[src/rtl/slot_hp_pkg.sv]
package slot_hp_pkg;
	typedef logic [11:0] addr_t;
	localparam addr_t CAP_OFS = 12'h0d4;
	localparam addr_t CTL_OFS = 12'h0d8;
	localparam int CAP_ABTN = 0;
	localparam int CAP_PCTL = 1;
	localparam int CAP_AIND = 3;
	localparam int CAP_PIND = 4;
	localparam int CAP_SURP = 5;
	localparam int CAP_HPC = 6;
	localparam int CAP_PLV = 7;
	localparam int CAP_PLS = 15;
	localparam int CAP_PSN = 19;
	localparam logic [31:0] CAP_RST = 32'h0000_0000;
	localparam logic [31:0] CAP_IMPL = 32'hfff9_fffb;
	localparam logic [31:0] CAP_RW = 32'h0001_ff80;
	localparam int CTL_ABP = 0;
	localparam int CTL_PFD = 1;
	localparam int CTL_PDC = 3;
	localparam int CTL_CC = 4;
	localparam int CTL_HPIE = 5;
	localparam int CTL_AIC = 6;
	localparam int CTL_PIC = 8;
	localparam int CTL_PCC = 10;
	localparam int CTL_DLL = 12;
	localparam logic [15:0] CTL_RST = 16'h03c0;
	localparam logic [15:0] CTL_IMPL = 16'h17fb;
	localparam logic [1:0] IND_RSVD = 2'h0;
	localparam logic [1:0] IND_ON = 2'h1;
	localparam logic [1:0] IND_BLINK = 2'h2;
	localparam logic [7:0] MSG_SPL = 8'h50;
	localparam logic [7:0] MSG_ATTN = 8'h40;
	localparam logic [7:0] MSG_PWR = 8'h44;
	localparam logic [7:0] MSG_ON = 8'h01;
	localparam logic [7:0] MSG_BLINK = 8'h03;

	function automatic logic [31:0] be_mask(input logic [3:0] be);
		be_mask = {{8{be[3]}}, {8{be[2]}}, {8{be[1]}}, {8{be[0]}}};
	endfunction : be_mask

	// Off, and the reserved code, map onto the group base
	function automatic logic [7:0] ind_msg(input logic [1:0] ind, input logic [7:0] base);
		case (ind)
			IND_ON: ind_msg = base | MSG_ON;
			IND_BLINK: ind_msg = base | MSG_BLINK;
			default: ind_msg = base;
		endcase
	endfunction : ind_msg
endpackage : slot_hp_pkg

[src/rtl/msg_sender.sv]
module msg_sender (
	input wire logic mclk, // Core clock
	input wire logic rst_n, // Reset, active low
	input wire logic plim_req, // Power limit write seen
	input wire logic attn_req, // Attention field written
	input wire logic pind_req, // Power indicator written
	input wire logic [1:0] attn_ind, // Current attention code
	input wire logic [1:0] pwr_ind, // Current power code
	input wire logic [9:0] plimit, // Scale and value
	input wire logic msg_ready, // Message taken
	output logic msg_valid, // Message offered
	output logic [7:0] msg_code, // Message code
	output logic [9:0] msg_data // Message payload
);
	import slot_hp_pkg::*;
	typedef enum logic [1:0] {MS_IDLE = 2'b01, MS_SEND = 2'b10} ms_e;
	typedef struct packed {
		ms_e st;
		logic [2:0] pend;
		logic [7:0] code;
		logic [9:0] data;
	} ms_s;
	ms_s q, d;
	logic [2:0] take;

	always_comb begin
		d = q;
		take = 3'h0;
		case (q.st)
			MS_IDLE: d.st = MS_IDLE;
			MS_SEND: d.st = msg_ready ? MS_IDLE : MS_SEND;
			default: d.st = MS_IDLE;
		endcase
		if (d.st == MS_IDLE && q.pend[0]) begin
			take = 3'h1;
			d = '{st: MS_SEND, pend: q.pend, code: MSG_SPL, data: plimit};
		end else if (d.st == MS_IDLE && q.pend[1]) begin
			take = 3'h2;
			d = '{st: MS_SEND, pend: q.pend, code: ind_msg(attn_ind, MSG_ATTN), data: 10'h000};
		end else if (d.st == MS_IDLE && q.pend[2]) begin
			take = 3'h4;
			d = '{st: MS_SEND, pend: q.pend, code: ind_msg(pwr_ind, MSG_PWR), data: 10'h000};
		end
		// A new write beats the launch of an older one
		d.pend = (q.pend & ~take) | {pind_req, attn_req, plim_req};
	end

	always_ff @(posedge mclk or negedge rst_n) begin
		if (!rst_n) begin
			q <= '{st: MS_IDLE, default: '0};
		end else begin
			q <= d;
		end
	end

	assign msg_valid = q.st == MS_SEND;
	assign msg_code = q.code;
	assign msg_data = q.data;
endmodule : msg_sender

[src/rtl/event_gate.sv]
module event_gate (
	input wire logic mclk, // Core clock
	input wire logic rst_n, // Reset, active low
	input wire logic [15:0] ctl, // Slot control word
	input wire logic ev_abtn, // Button pressed pulse
	input wire logic ev_pfault, // Power fault pulse
	input wire logic ev_pdc, // Presence changed pulse
	input wire logic ev_cmd, // Command done pulse
	input wire logic dl_active, // DL machine active
	input wire logic dllsc_clr, // Clear changed flag
	output logic hp_int, // Interrupt pulse
	output logic wake, // Wake pulse
	output logic link_active, // Link active bit
	output logic dllsc_flag // DL state changed flag
);
	import slot_hp_pkg::*;
	typedef struct packed {
		logic link;
		logic dllsc;
		logic irq;
		logic wake;
	} eg_s;
	eg_s q, d;
	logic chg, ev;

	always_comb begin
		d = q;
		d.link = dl_active;
		chg = dl_active ^ q.link;
		d.dllsc = (q.dllsc & ~dllsc_clr) | chg;
		ev = (ctl[CTL_ABP] & ev_abtn) | (ctl[CTL_PFD] & ev_pfault) | (ctl[CTL_PDC] & ev_pdc);
		d.wake = ev;
		d.irq = ctl[CTL_HPIE] & (ev | (ctl[CTL_CC] & ev_cmd) | (ctl[CTL_DLL] & chg));
	end

	always_ff @(posedge mclk or negedge rst_n) begin
		if (!rst_n) begin
			q <= '0;
		end else begin
			q <= d;
		end
	end

	assign hp_int = q.irq;
	assign wake = q.wake;
	assign link_active = q.link;
	assign dllsc_flag = q.dllsc;
endmodule : event_gate

[src/rtl/slot_hp_regs.sv]
module slot_hp_regs (
	input wire logic mclk, // Core clock
	input wire logic rst_n, // Fundamental reset
	input wire logic cfg_wr, // Config write strobe
	input wire logic cfg_rd, // Config read strobe
	input wire slot_hp_pkg::addr_t cfg_addr, // Byte address
	input wire logic [3:0] cfg_be, // Byte enables
	input wire logic [31:0] cfg_wdata, // Write data
	output logic [31:0] cfg_rdata, // Read data
	output logic cfg_rvalid, // Read answer pulse
	input wire logic ld_wr, // Default load strobe
	input wire logic [31:0] ld_data, // Capability defaults
	input wire logic ev_abtn, // Button pressed pulse
	input wire logic ev_pfault, // Power fault pulse
	input wire logic ev_pdc, // Presence changed pulse
	input wire logic ev_cmd, // Command done pulse
	input wire logic dl_active, // DL machine active
	input wire logic dllsc_clr, // Clear changed flag
	input wire logic msg_ready, // Message taken
	output logic msg_valid, // Message offered
	output logic [7:0] msg_code, // Message code
	output logic [9:0] msg_data, // Message payload
	output logic hp_int, // Interrupt pulse
	output logic wake, // Wake pulse
	output logic link_active, // Link active bit
	output logic dllsc_flag, // DL state changed flag
	output logic [1:0] attn_ind, // Attention indicator
	output logic [1:0] pwr_ind, // Power indicator
	output logic slot_power_off // Slot power off
);
	import slot_hp_pkg::*;
	typedef struct packed {
		logic [31:0] cap;
		logic [15:0] ctl;
		logic [31:0] rdata;
		logic rvalid;
		logic plim_req;
		logic attn_req;
		logic pind_req;
	} regs_s;
	regs_s q, d;
	logic cap_hit, ctl_hit, sw_cap_wr;
	logic [31:0] wmask, capm;
	logic [15:0] ctlm;

	assign cap_hit = cfg_addr == CAP_OFS;
	assign ctl_hit = cfg_addr == CTL_OFS;
	assign sw_cap_wr = cfg_wr && cap_hit && !ld_wr;
	assign wmask = be_mask(cfg_be);
	assign capm = wmask & CAP_RW;
	assign ctlm = wmask[15:0] & CTL_IMPL;

	always_comb begin
		d = q;
		d.rvalid = cfg_rd;
		d.plim_req = 1'b0;
		d.attn_req = 1'b0;
		d.pind_req = 1'b0;
		if (ld_wr) begin
			d.cap = ld_data & CAP_IMPL;
		end
		if (cfg_wr && cap_hit) begin
			d.cap = (d.cap & ~capm) | (cfg_wdata & capm);
			d.plim_req = |capm;
		end
		if (cfg_wr && ctl_hit) begin
			d.ctl = (q.ctl & ~ctlm) | (cfg_wdata[15:0] & ctlm);
			d.attn_req = ctlm[CTL_AIC] && cfg_wdata[CTL_AIC +: 2] != IND_RSVD;
			d.pind_req = ctlm[CTL_PIC] && cfg_wdata[CTL_PIC +: 2] != IND_RSVD;
		end
		if (cfg_rd) begin
			if (cap_hit) begin
				d.rdata = q.cap & CAP_IMPL;
			end else if (ctl_hit) begin
				d.rdata = {16'h0000, q.ctl & CTL_IMPL};
			end else begin
				d.rdata = 32'h0000_0000;
			end
		end
	end

	always_ff @(posedge mclk or negedge rst_n) begin
		if (!rst_n) begin
			q <= '{cap: CAP_RST, ctl: CTL_RST, default: '0};
		end else begin
			q <= d;
		end
	end

	assign cfg_rdata = q.rdata;
	assign cfg_rvalid = q.rvalid;
	assign attn_ind = q.ctl[CTL_AIC +: 2];
	assign pwr_ind = q.ctl[CTL_PIC +: 2];
	assign slot_power_off = q.ctl[CTL_PCC];

	msg_sender u_msg (
		.mclk(mclk),
		.rst_n(rst_n),
		.plim_req(q.plim_req),
		.attn_req(q.attn_req),
		.pind_req(q.pind_req),
		.attn_ind(q.ctl[CTL_AIC +: 2]),
		.pwr_ind(q.ctl[CTL_PIC +: 2]),
		.plimit(q.cap[CAP_PLV +: 10]),
		.msg_ready(msg_ready),
		.msg_valid(msg_valid),
		.msg_code(msg_code),
		.msg_data(msg_data)
	);

	event_gate u_evt (
		.mclk(mclk),
		.rst_n(rst_n),
		.ctl(q.ctl),
		.ev_abtn(ev_abtn),
		.ev_pfault(ev_pfault),
		.ev_pdc(ev_pdc),
		.ev_cmd(ev_cmd),
		.dl_active(dl_active),
		.dllsc_clr(dllsc_clr),
		.hp_int(hp_int),
		.wake(wake),
		.link_active(link_active),
		.dllsc_flag(dllsc_flag)
	);
endmodule : slot_hp_regs

[config.mk]
export PLATFORM = sky130hd
export DESIGN_NAME = slot_hp_regs
export DESIGN_NICKNAME = d
export VERILOG_FILES = /design/src/rtl/slot_hp_pkg.sv /design/src/rtl/msg_sender.sv /design/src/rtl/event_gate.sv /design/src/rtl/slot_hp_regs.sv
export SDC_FILE = /design/constraint.sdc
export NUM_CORES = 1
export LEC_CHECK = 0
export ABC_AREA = 0
export BUFFER_PORTS_ARGS = -buffer_cell sky130_fd_sc_hd__buf_2
export CAP_MARGIN = 20
export CORE_ASPECT_RATIO = 0.8
export CORE_MARGIN = 2
export CORE_UTILIZATION = 50
export DETAILED_ROUTE_END_ITERATION = 6
export GPL_TIMING_DRIVEN = 0
export MAX_ROUTING_LAYER = met4
export PLACE_DENSITY_LB_ADDON = 0.25
export SYNTH_ARGS = -nofsm -noshare
export SYNTH_HDL_FRONTEND = slang
export SYNTH_SLANG_ARGS = --single-unit
[constraint.sdc]
create_clock -name mclk -period 1.7 [get_ports mclk]
set_input_delay 0.085 -clock mclk [delete_from_list [all_inputs] [get_ports mclk]]
set_output_delay 0.085 -clock mclk [all_outputs]
set_load 0.03 [all_outputs]
==> results of run 1 <==
through the flow:
stage	total power [mW]	util
6_report	4.36	0.687
3_5_place_dp	2.81	0.614
4_1_cts	4.39	0.687
5_1_grt	4.56	0.687
2_1_floorplan	2.62	-
3_3_place_gp	2.79	0.610
repair_timing:
item,CTS,global route
hold buffers,42,0
hold endpoints to repair,82,0
setup endpoints to repair,0,10
resized for setup,0,1
setup buffers,0,0
flip-flops by register name, summed over array words and instances (netlist names):
name,cells
u_evt.wake,1
q,38
slot_power_off,1
attn_ind,2
pwr_ind,2
u_msg.msg_data,10
cfg_rdata,29
u_evt.dllsc_flag,1
u_evt.link_active,1
u_msg.q,5
cfg_rvalid,1
u_evt.hp_int,1
u_msg.msg_code,5
worst min-delay path by stage:
stage                         to  depth (start not counted)
2_1_floorplan       cfg_rdata[0]                          0
3_3_place_gp   u_evt.link_active                          1
3_5_place_dp                q[1]                          1
4_1_cts               pwr_ind[1]                          2
5_1_grt                    q[61]                          2
6_report              pwr_ind[1]                          2
worst reg2reg max path: stages, from the launching register on:
cell,delay (ns)
dfrtp_1,0.41
a222oi_1,0.43
dlygate4sd3_1,0.64
inv_1,0.04
logic make-up after synthesis:
kind of cell | count (synthesis) | synth area share
muxes | 22 | 0.0558
xor gates and xnor gates | 1 | 0.00198
other | 1 | 0.000850
DFF | 97 | 0.551
adders and majority gates | 2 | 0.00567
and+or+nand+nor | 78 | 0.100
AOI/OAI and AO/OA | 82 | 0.123
buffers and inverters | 132 | 0.161
power by group:
part | switching, mW | total [mW] | leakage (nW) | internal, mW
Combinational | 0.232 | 0.438 | 1.76 | 0.206
Clock | 0.794 | 1.52 | 0.103 | 0.724
Sequential | 0.0282 | 2.40 | 1.28 | 2.37
Total | 1.05 | 4.36 | 3.14 | 3.30
metal layers:
layer,part of all wire,vias up
met5,0,-
met4,0.012,0
met3,0.056,10
met2,0.49,114
met1,0.44,1658
li1,-,1686
area by class of cell:
class / count / area, µm² / share of cell area
Sequential cell: 97 / 2430 / 0.416
Tap cell: 112 / 140 / 0.0239
Timing Repair Buffer: 168 / 1080 / 0.184
Clock buffer: 10 / 138 / 0.0235
Multi-Input combinational cell: 191 / 1290 / 0.221
Buffer: 70 / 479 / 0.0819
Clock inverter: 6 / 65.1 / 0.0111
Inverter: 61 / 229 / 0.0391
cell usage in the layout (no fill, tap or decap), types with 12 or more instances in the layout:
cell,instances
a22o_1,12
buf_2,126
buf_4,56
dfrtp_1,92
dlygate4sd3_1,42
inv_1,61
mux2_2,21
nand2_1,33
nand2b_1,14
o21ai_0,31
o22ai_1,18
==> metrics.md, run 1 <==
| Metric | Value |
|---|---|
| Nets | about 700 |
| Fmax | 617 MHz |
| Iter 0 DRT Violations | around 140 |
| GRT Total Usage | 0.236 |
| WP buf/inv | 2 |
| Skew final | roughly 0.010 ns |
| RR Startpoint | q[36] |
| # diodes | 0 |
| GR Util met2 | 0.385 |
| Synth area leader | dfrtp_1 |
| Max-slew headroom | 0.586 |
| Worst path slowest cell | dlygate4sd3_1 |
| Critical Path Start Type | flop |
| Tightest hold margin | about 0.016 ns |
| Vias per cell | roughly 4.9 |
| Seq cells post-synth | 97 |
| Peak VDD IR | 473 µV |
| Tightest Pin Transition | just over 0.6 ns |
| Core ar. | 8520 µm² |
| Post-synth top cells | 92 x dfrtp_1, 61 x inv_1, 55 x buf_4 |
| M3 GR Usage | 0.0476 |
| RSZ-0062 raised after global routing | no |
| Global-route wire length before repair | about 17000 µm |
| Final setup TNS | 0 ns |
| Maximum Capacitance Violations | 0 |
| WP data required | between 1.5 and 2 ns |
| Fin. Hold Viols | 0 |
| TritonCTS sink count | between 90 and 100 |
| Crit-path max cell delay | roughly 0.64 ns |
| Worst Hold Class | in2reg |
| Initial Util | 0.518 |
| Horiz. Die Dim | around 110 µm |
| Vias in the first global route | ~3500 |
| Most common flop cell mapped by yosys | dfrtp_1 |
| Synth top area share | 0.522 |
| Min Tclk post-route | 1.62 ns |
| Worst-path clk slew | 0.09 ns |
| Synth async-reset ratio | 1.00 |
| Worst-path fanout max | 3 |
| R2r endpoint | u_evt.wake |
| Number of fill cells in the layout | 676 |
| Critical Path End Type | flop |
| Setup violators final | 0 |
| Die area | a little under 10000 µm² |
| Routed Antenna Nets | 0 |
| P_leak | between 3 and 4 nW |
| Clock latency on the worst-skew pair | 0.35 ns |
| IO Port Bufs | 125 |
| # rows | 30 |
| GPL Wtd Cong | between 0.8 and 0.9 |
| Area Overhead vs Synth | 32.6% |
| Setup crit end | u_evt.wake |
| Clock buffer depth | 2 |
| Detailed-placement wirelength estimate | approximately 7000 µm |
| CP top delay family | buffers and inverters |
| # DRC | 0 |
| Start point of the critical path | q[36] |
| Busiest grt layer | met2 |
| Hold Startpoint | cfg_wdata[9] |
| Via count | around 3500 |
| Worst R2R Path Depth | 3 |
| Clock root cell | clkbuf_8 |
| Setup ws final | 0.0805 ns |
| Run status | complete, no violations |
| Total grt overflow | 0 |
| Finished Layout Cells | between 700 and 800 |
| Post-synth cell types | 39 |
| Crit path depth | 3 |
| Count leader, synth | dfrtp_1 |
| Worst reg2reg setup slack | 0.08 ns |
| Sequential fraction of the synthesis area | 0.551 |
| Pre-antenna DRT Iters | 4 |
| CTS Buf Count | 9 |
| WL per Instance | around 14 µm |
| Ranking of synthesized cells by area | dfrtp_1 52%, buf_4 9.4%, mux2_2 5.4%, inv_1 5.2%, o21ai_0 3.5% |
| Total wire length | 10300 µm |
| EDFF count, synth | 0 |
| Met1 usage | 0.304 |
| Critical Setup Path Class | reg2reg |
| Mean Syn Cell Area | roughly 11 µm² |
| Synth Cell Area | around 4400 µm² |
| Pre-CTS setup slack | between 0.015 and 0.02 ns |
| Clock H-tree levels | 3 |
| Final instance area | ~5900 µm² |
| Placed inst area | between 5000 and 6000 µm² |
| Largest net degree at the start of global routing | between 50 and 60 |
| Pwr dens | around 740 nW/µm² |
| Final Cycle Share | 0.953 |
| Layout cells sized above 1 | 0.381 |
| YS warnings | 0 |
| Arr. time, crit path | between 1.5 and 2 ns |
| Critical path, cell by cell | a222oi_1 > dlygate4sd3_1 > inv_1 |
| CTS tree | done |
| Die height | 88.0 µm |
| Io pins | ~150 |
| Synth Instances | slightly above 400 |
| Initial antenna violation count | 0 |
| Final Max Tran Viols | 0 |
| Placed cells | 658 |
No activity file was read; power rests on OpenSTA's default activity.
==> run 2, diff against run 1 <==
--- a/config.mk
+++ b/config.mk
@@ -9,7 +9,7 @@
 export BUFFER_PORTS_ARGS = -buffer_cell sky130_fd_sc_hd__buf_2
 export CAP_MARGIN = 20
 export CORE_ASPECT_RATIO = 0.8
-export CORE_MARGIN = 2
+export CORE_MARGIN = 5
 export CORE_UTILIZATION = 50
 export DETAILED_ROUTE_END_ITERATION = 6
 export GPL_TIMING_DRIVEN = 0
==> metrics.md, run 2 (synthesis results as in run 1) <==
| Metric | Value |
|---|---|
| Run status | complete, no violations |
| Hold Startpoint | dllsc_clr |
| Total grt overflow | 0 (unchanged) |
| Die height | 94.0 µm (+6.8%) |
| Max FFs per register | 38 (unchanged) |
| Arr. time, crit path | 1.89 ns (+0.02 ns) |
| Final Cycle Share | 0.939 (-0.0138) |
| Global-route wire length before repair | 17600 µm (+5.1%) |
| Iter 0 DRT Violations | 176 (+28%) |
| Clock latency on the worst-skew pair | 0.36 ns (about the same) |
| IO Port Bufs | 125 (unchanged) |
| CP top delay family | simple AND/OR/NAND/NOR gates |
| Min Tclk post-route | 1.60 ns (-0.0234 ns) |
| Io pins | 153 (unchanged) |
| Max-slew headroom | 0.611 (+0.0242) |
| Fin. Hold Viols | 0 (unchanged) |
| Overall power | 4.24 mW (-2.8%) |
| Critical Path Start Type | flop |
| Crit-path max cell delay | 0.49 ns (-0.15 ns) |
| Largest net degree at the start of global routing | 60 (+9.1%) |
| Worst reg2reg setup slack | 0.10 ns (+0.02 ns) |
| Peak VDD IR | 563 µV (+19%) |
| Via count | 3430 (-1.1%) |
| Pre-antenna DRT Iters | 4 (unchanged) |
| Routed Antenna Nets | 0 (unchanged) |
| Start point of the critical path | u_msg.q[21] |
| Detailed-placement wirelength estimate | 7670 µm (+6.9%) |
| TritonCTS sink count | 97 (unchanged) |
| # DRC | 0 (unchanged) |
| Vias per cell | 4.80 (-1.1%) |
| Die area | 10800 µm² (+13%) |
| Most frequent cells in the layout | 126 x buf_2, 92 x dfrtp_1, 61 x inv_1, 56 x buf_4, 42 x dlygate4sd3_1 |
| Worst Hold Class | in2reg |
| Tightest hold margin | 0.0164 ns (+0.000771 ns) |
| Clock buffer depth | 2 (unchanged) |
| CTS tree | done |
| Worst-path fanout max | 10 (+7) |
| Initial Util | 0.516 (-0.00227) |
| Pwr dens | 727 nW/µm² (-2.4%) |
| # Post-CTS Setup Buffers | 0 (unchanged) |
| Critical path, cell by cell | or3b_2 > o31ai_2 > buf_2 > a22o_1 |
| Critical Path End Type | flop |
| Critical Setup Path Class | reg2reg |
| Worst path slowest cell | or3b_2 |
| Most common cell after layout, fill and taps aside | buf_2 |
| WL per Instance | 15.1 µm (+4.5%) |
| Total wire length | 10800 µm (+4.5%) |
| Initial antenna violation count | 0 (unchanged) |
| Core ar. | 8560 µm² (+0.44%) |
| Maximum Capacitance Violations | 0 (unchanged) |
| P_leak | 3.13 nW (-0.30%) |
| Clock H-tree levels | 3 (unchanged) |
| Vias in the first global route | 3706 (+6.2%) |
| GPL Wtd Cong | 0.823 (-0.25%) |
| WP data required | 1.99 ns (+0.04 ns) |
| # diodes | 0 (unchanged) |
| Layout cells sized above 1 | 0.380 (-0.00166) |
| Clock root cell | clkbuf_8 |
| Area Overhead vs Synth | 32.1% |
| Nets | 692 (unchanged) |
| WP buf/inv | 1 (-1) |
| RR Startpoint | u_msg.q[21] |
| Skew final | 0.0125 ns (+0.00249 ns) |
| Fmax | 627 MHz (+1.5%) |
| Final Max Tran Viols | 0 (unchanged) |
| Setup violators final | 0 (unchanged) |
| Top reg by flops | q |
| Worst-path clk slew | 0.10 ns (about the same) |
| GRT Total Usage | 0.214 (-0.0223) |
| Tightest Pin Transition | 0.584 ns (-0.0363 ns) |
| # rows | 30 (unchanged) |
| Horiz. Die Dim | 115 µm (+5.5%) |
| CTS Buf Count | 9 (unchanged) |
| RSZ-0062 raised after global routing | no |
-- run 2: changes by cell type in the layout (fill, tap and decap cells not counted) --
cell | before | now
bufinv_16 | 1 | 0
clkbuf_1 | 11 | 12
clkbuf_8 | 10 | 9
clkinv_2 | 2 | 1
clkinv_4 | 1 | 2
clkinvlp_4 | 1 | 0
inv_6 | 1 | 2
inv_8 | 0 | 1
-- run 2: path summary, 6_finish.rpt --
check | endpoint | cells after the start
max reg2reg | u_msg.msg_data[2] | 4
min | u_evt.dllsc_flag | 3
min in group asynchronous | u_msg.q[19] | 2
max in group asynchronous | attn_ind[1] | 3
min reg2reg | u_msg.q[20] | 1
max | u_msg.msg_data[2] | 4
-- run 2: power by group --
part	internal, mW	total (mW)	switching, mW
Sequential	2.37	2.40	0.0276
Combinational	0.206	0.440	0.234
Clock	0.557	1.39	0.836
-- run 2: layout make-up --
| type | instances | area (µm²) |
|---|---|---|
| inverter | 61 | 229 |
| clock inverter | 6 | 51.3 |
| tap | 112 | 140 |
| multi-input combinational | 191 | 1290 |
| sequential | 97 | 2430 |
| fill | 690 | 2730 |
| clock buffer | 10 | 128 |
| buffer | 70 | 479 |
| timing repair buffer | 168 | 1080 |
-- run 2: tightest hold or removal path, stage by stage --
cell and delay, ns:
buf_2 0.10, inv_1 0.05, a21o_1 0.11
-- run 2: repair_timing --
action	CTS	global route
hold endpoints to repair	80	0
setup endpoints to repair	10	0
resized for setup	1	0
hold buffers	42	0
-- run 2: per-stage QoR --
stage | setup WS (ns) | instances | util | TNS, ns | cell area [µm²]
5_1_grt | 0.0163 | 715 | 0.681 | 0 | 5830
4_1_cts | 0.0821 | 715 | 0.681 | 0 | 5830
2_1_floorplan | 0.220 | 420 | - | 0 | 4430
3_3_place_gp | -0.414 | 657 | 0.607 | -37.60 | 5200
3_5_place_dp | -0.0326 | 658 | 0.611 | -0.240 | 5230
6_report | 0.104 | 715 | 0.681 | 0 | 5830
-- run 2: routing by layer --
metal	global-route usage	up-vias	part of all wire
met2	0.349	118	0.49
met1	0.271	1608	0.44
met3	0.0470	10	0.064
li1	-	1694	-
met4	0.0587	0	0.011
met5	-	-	0
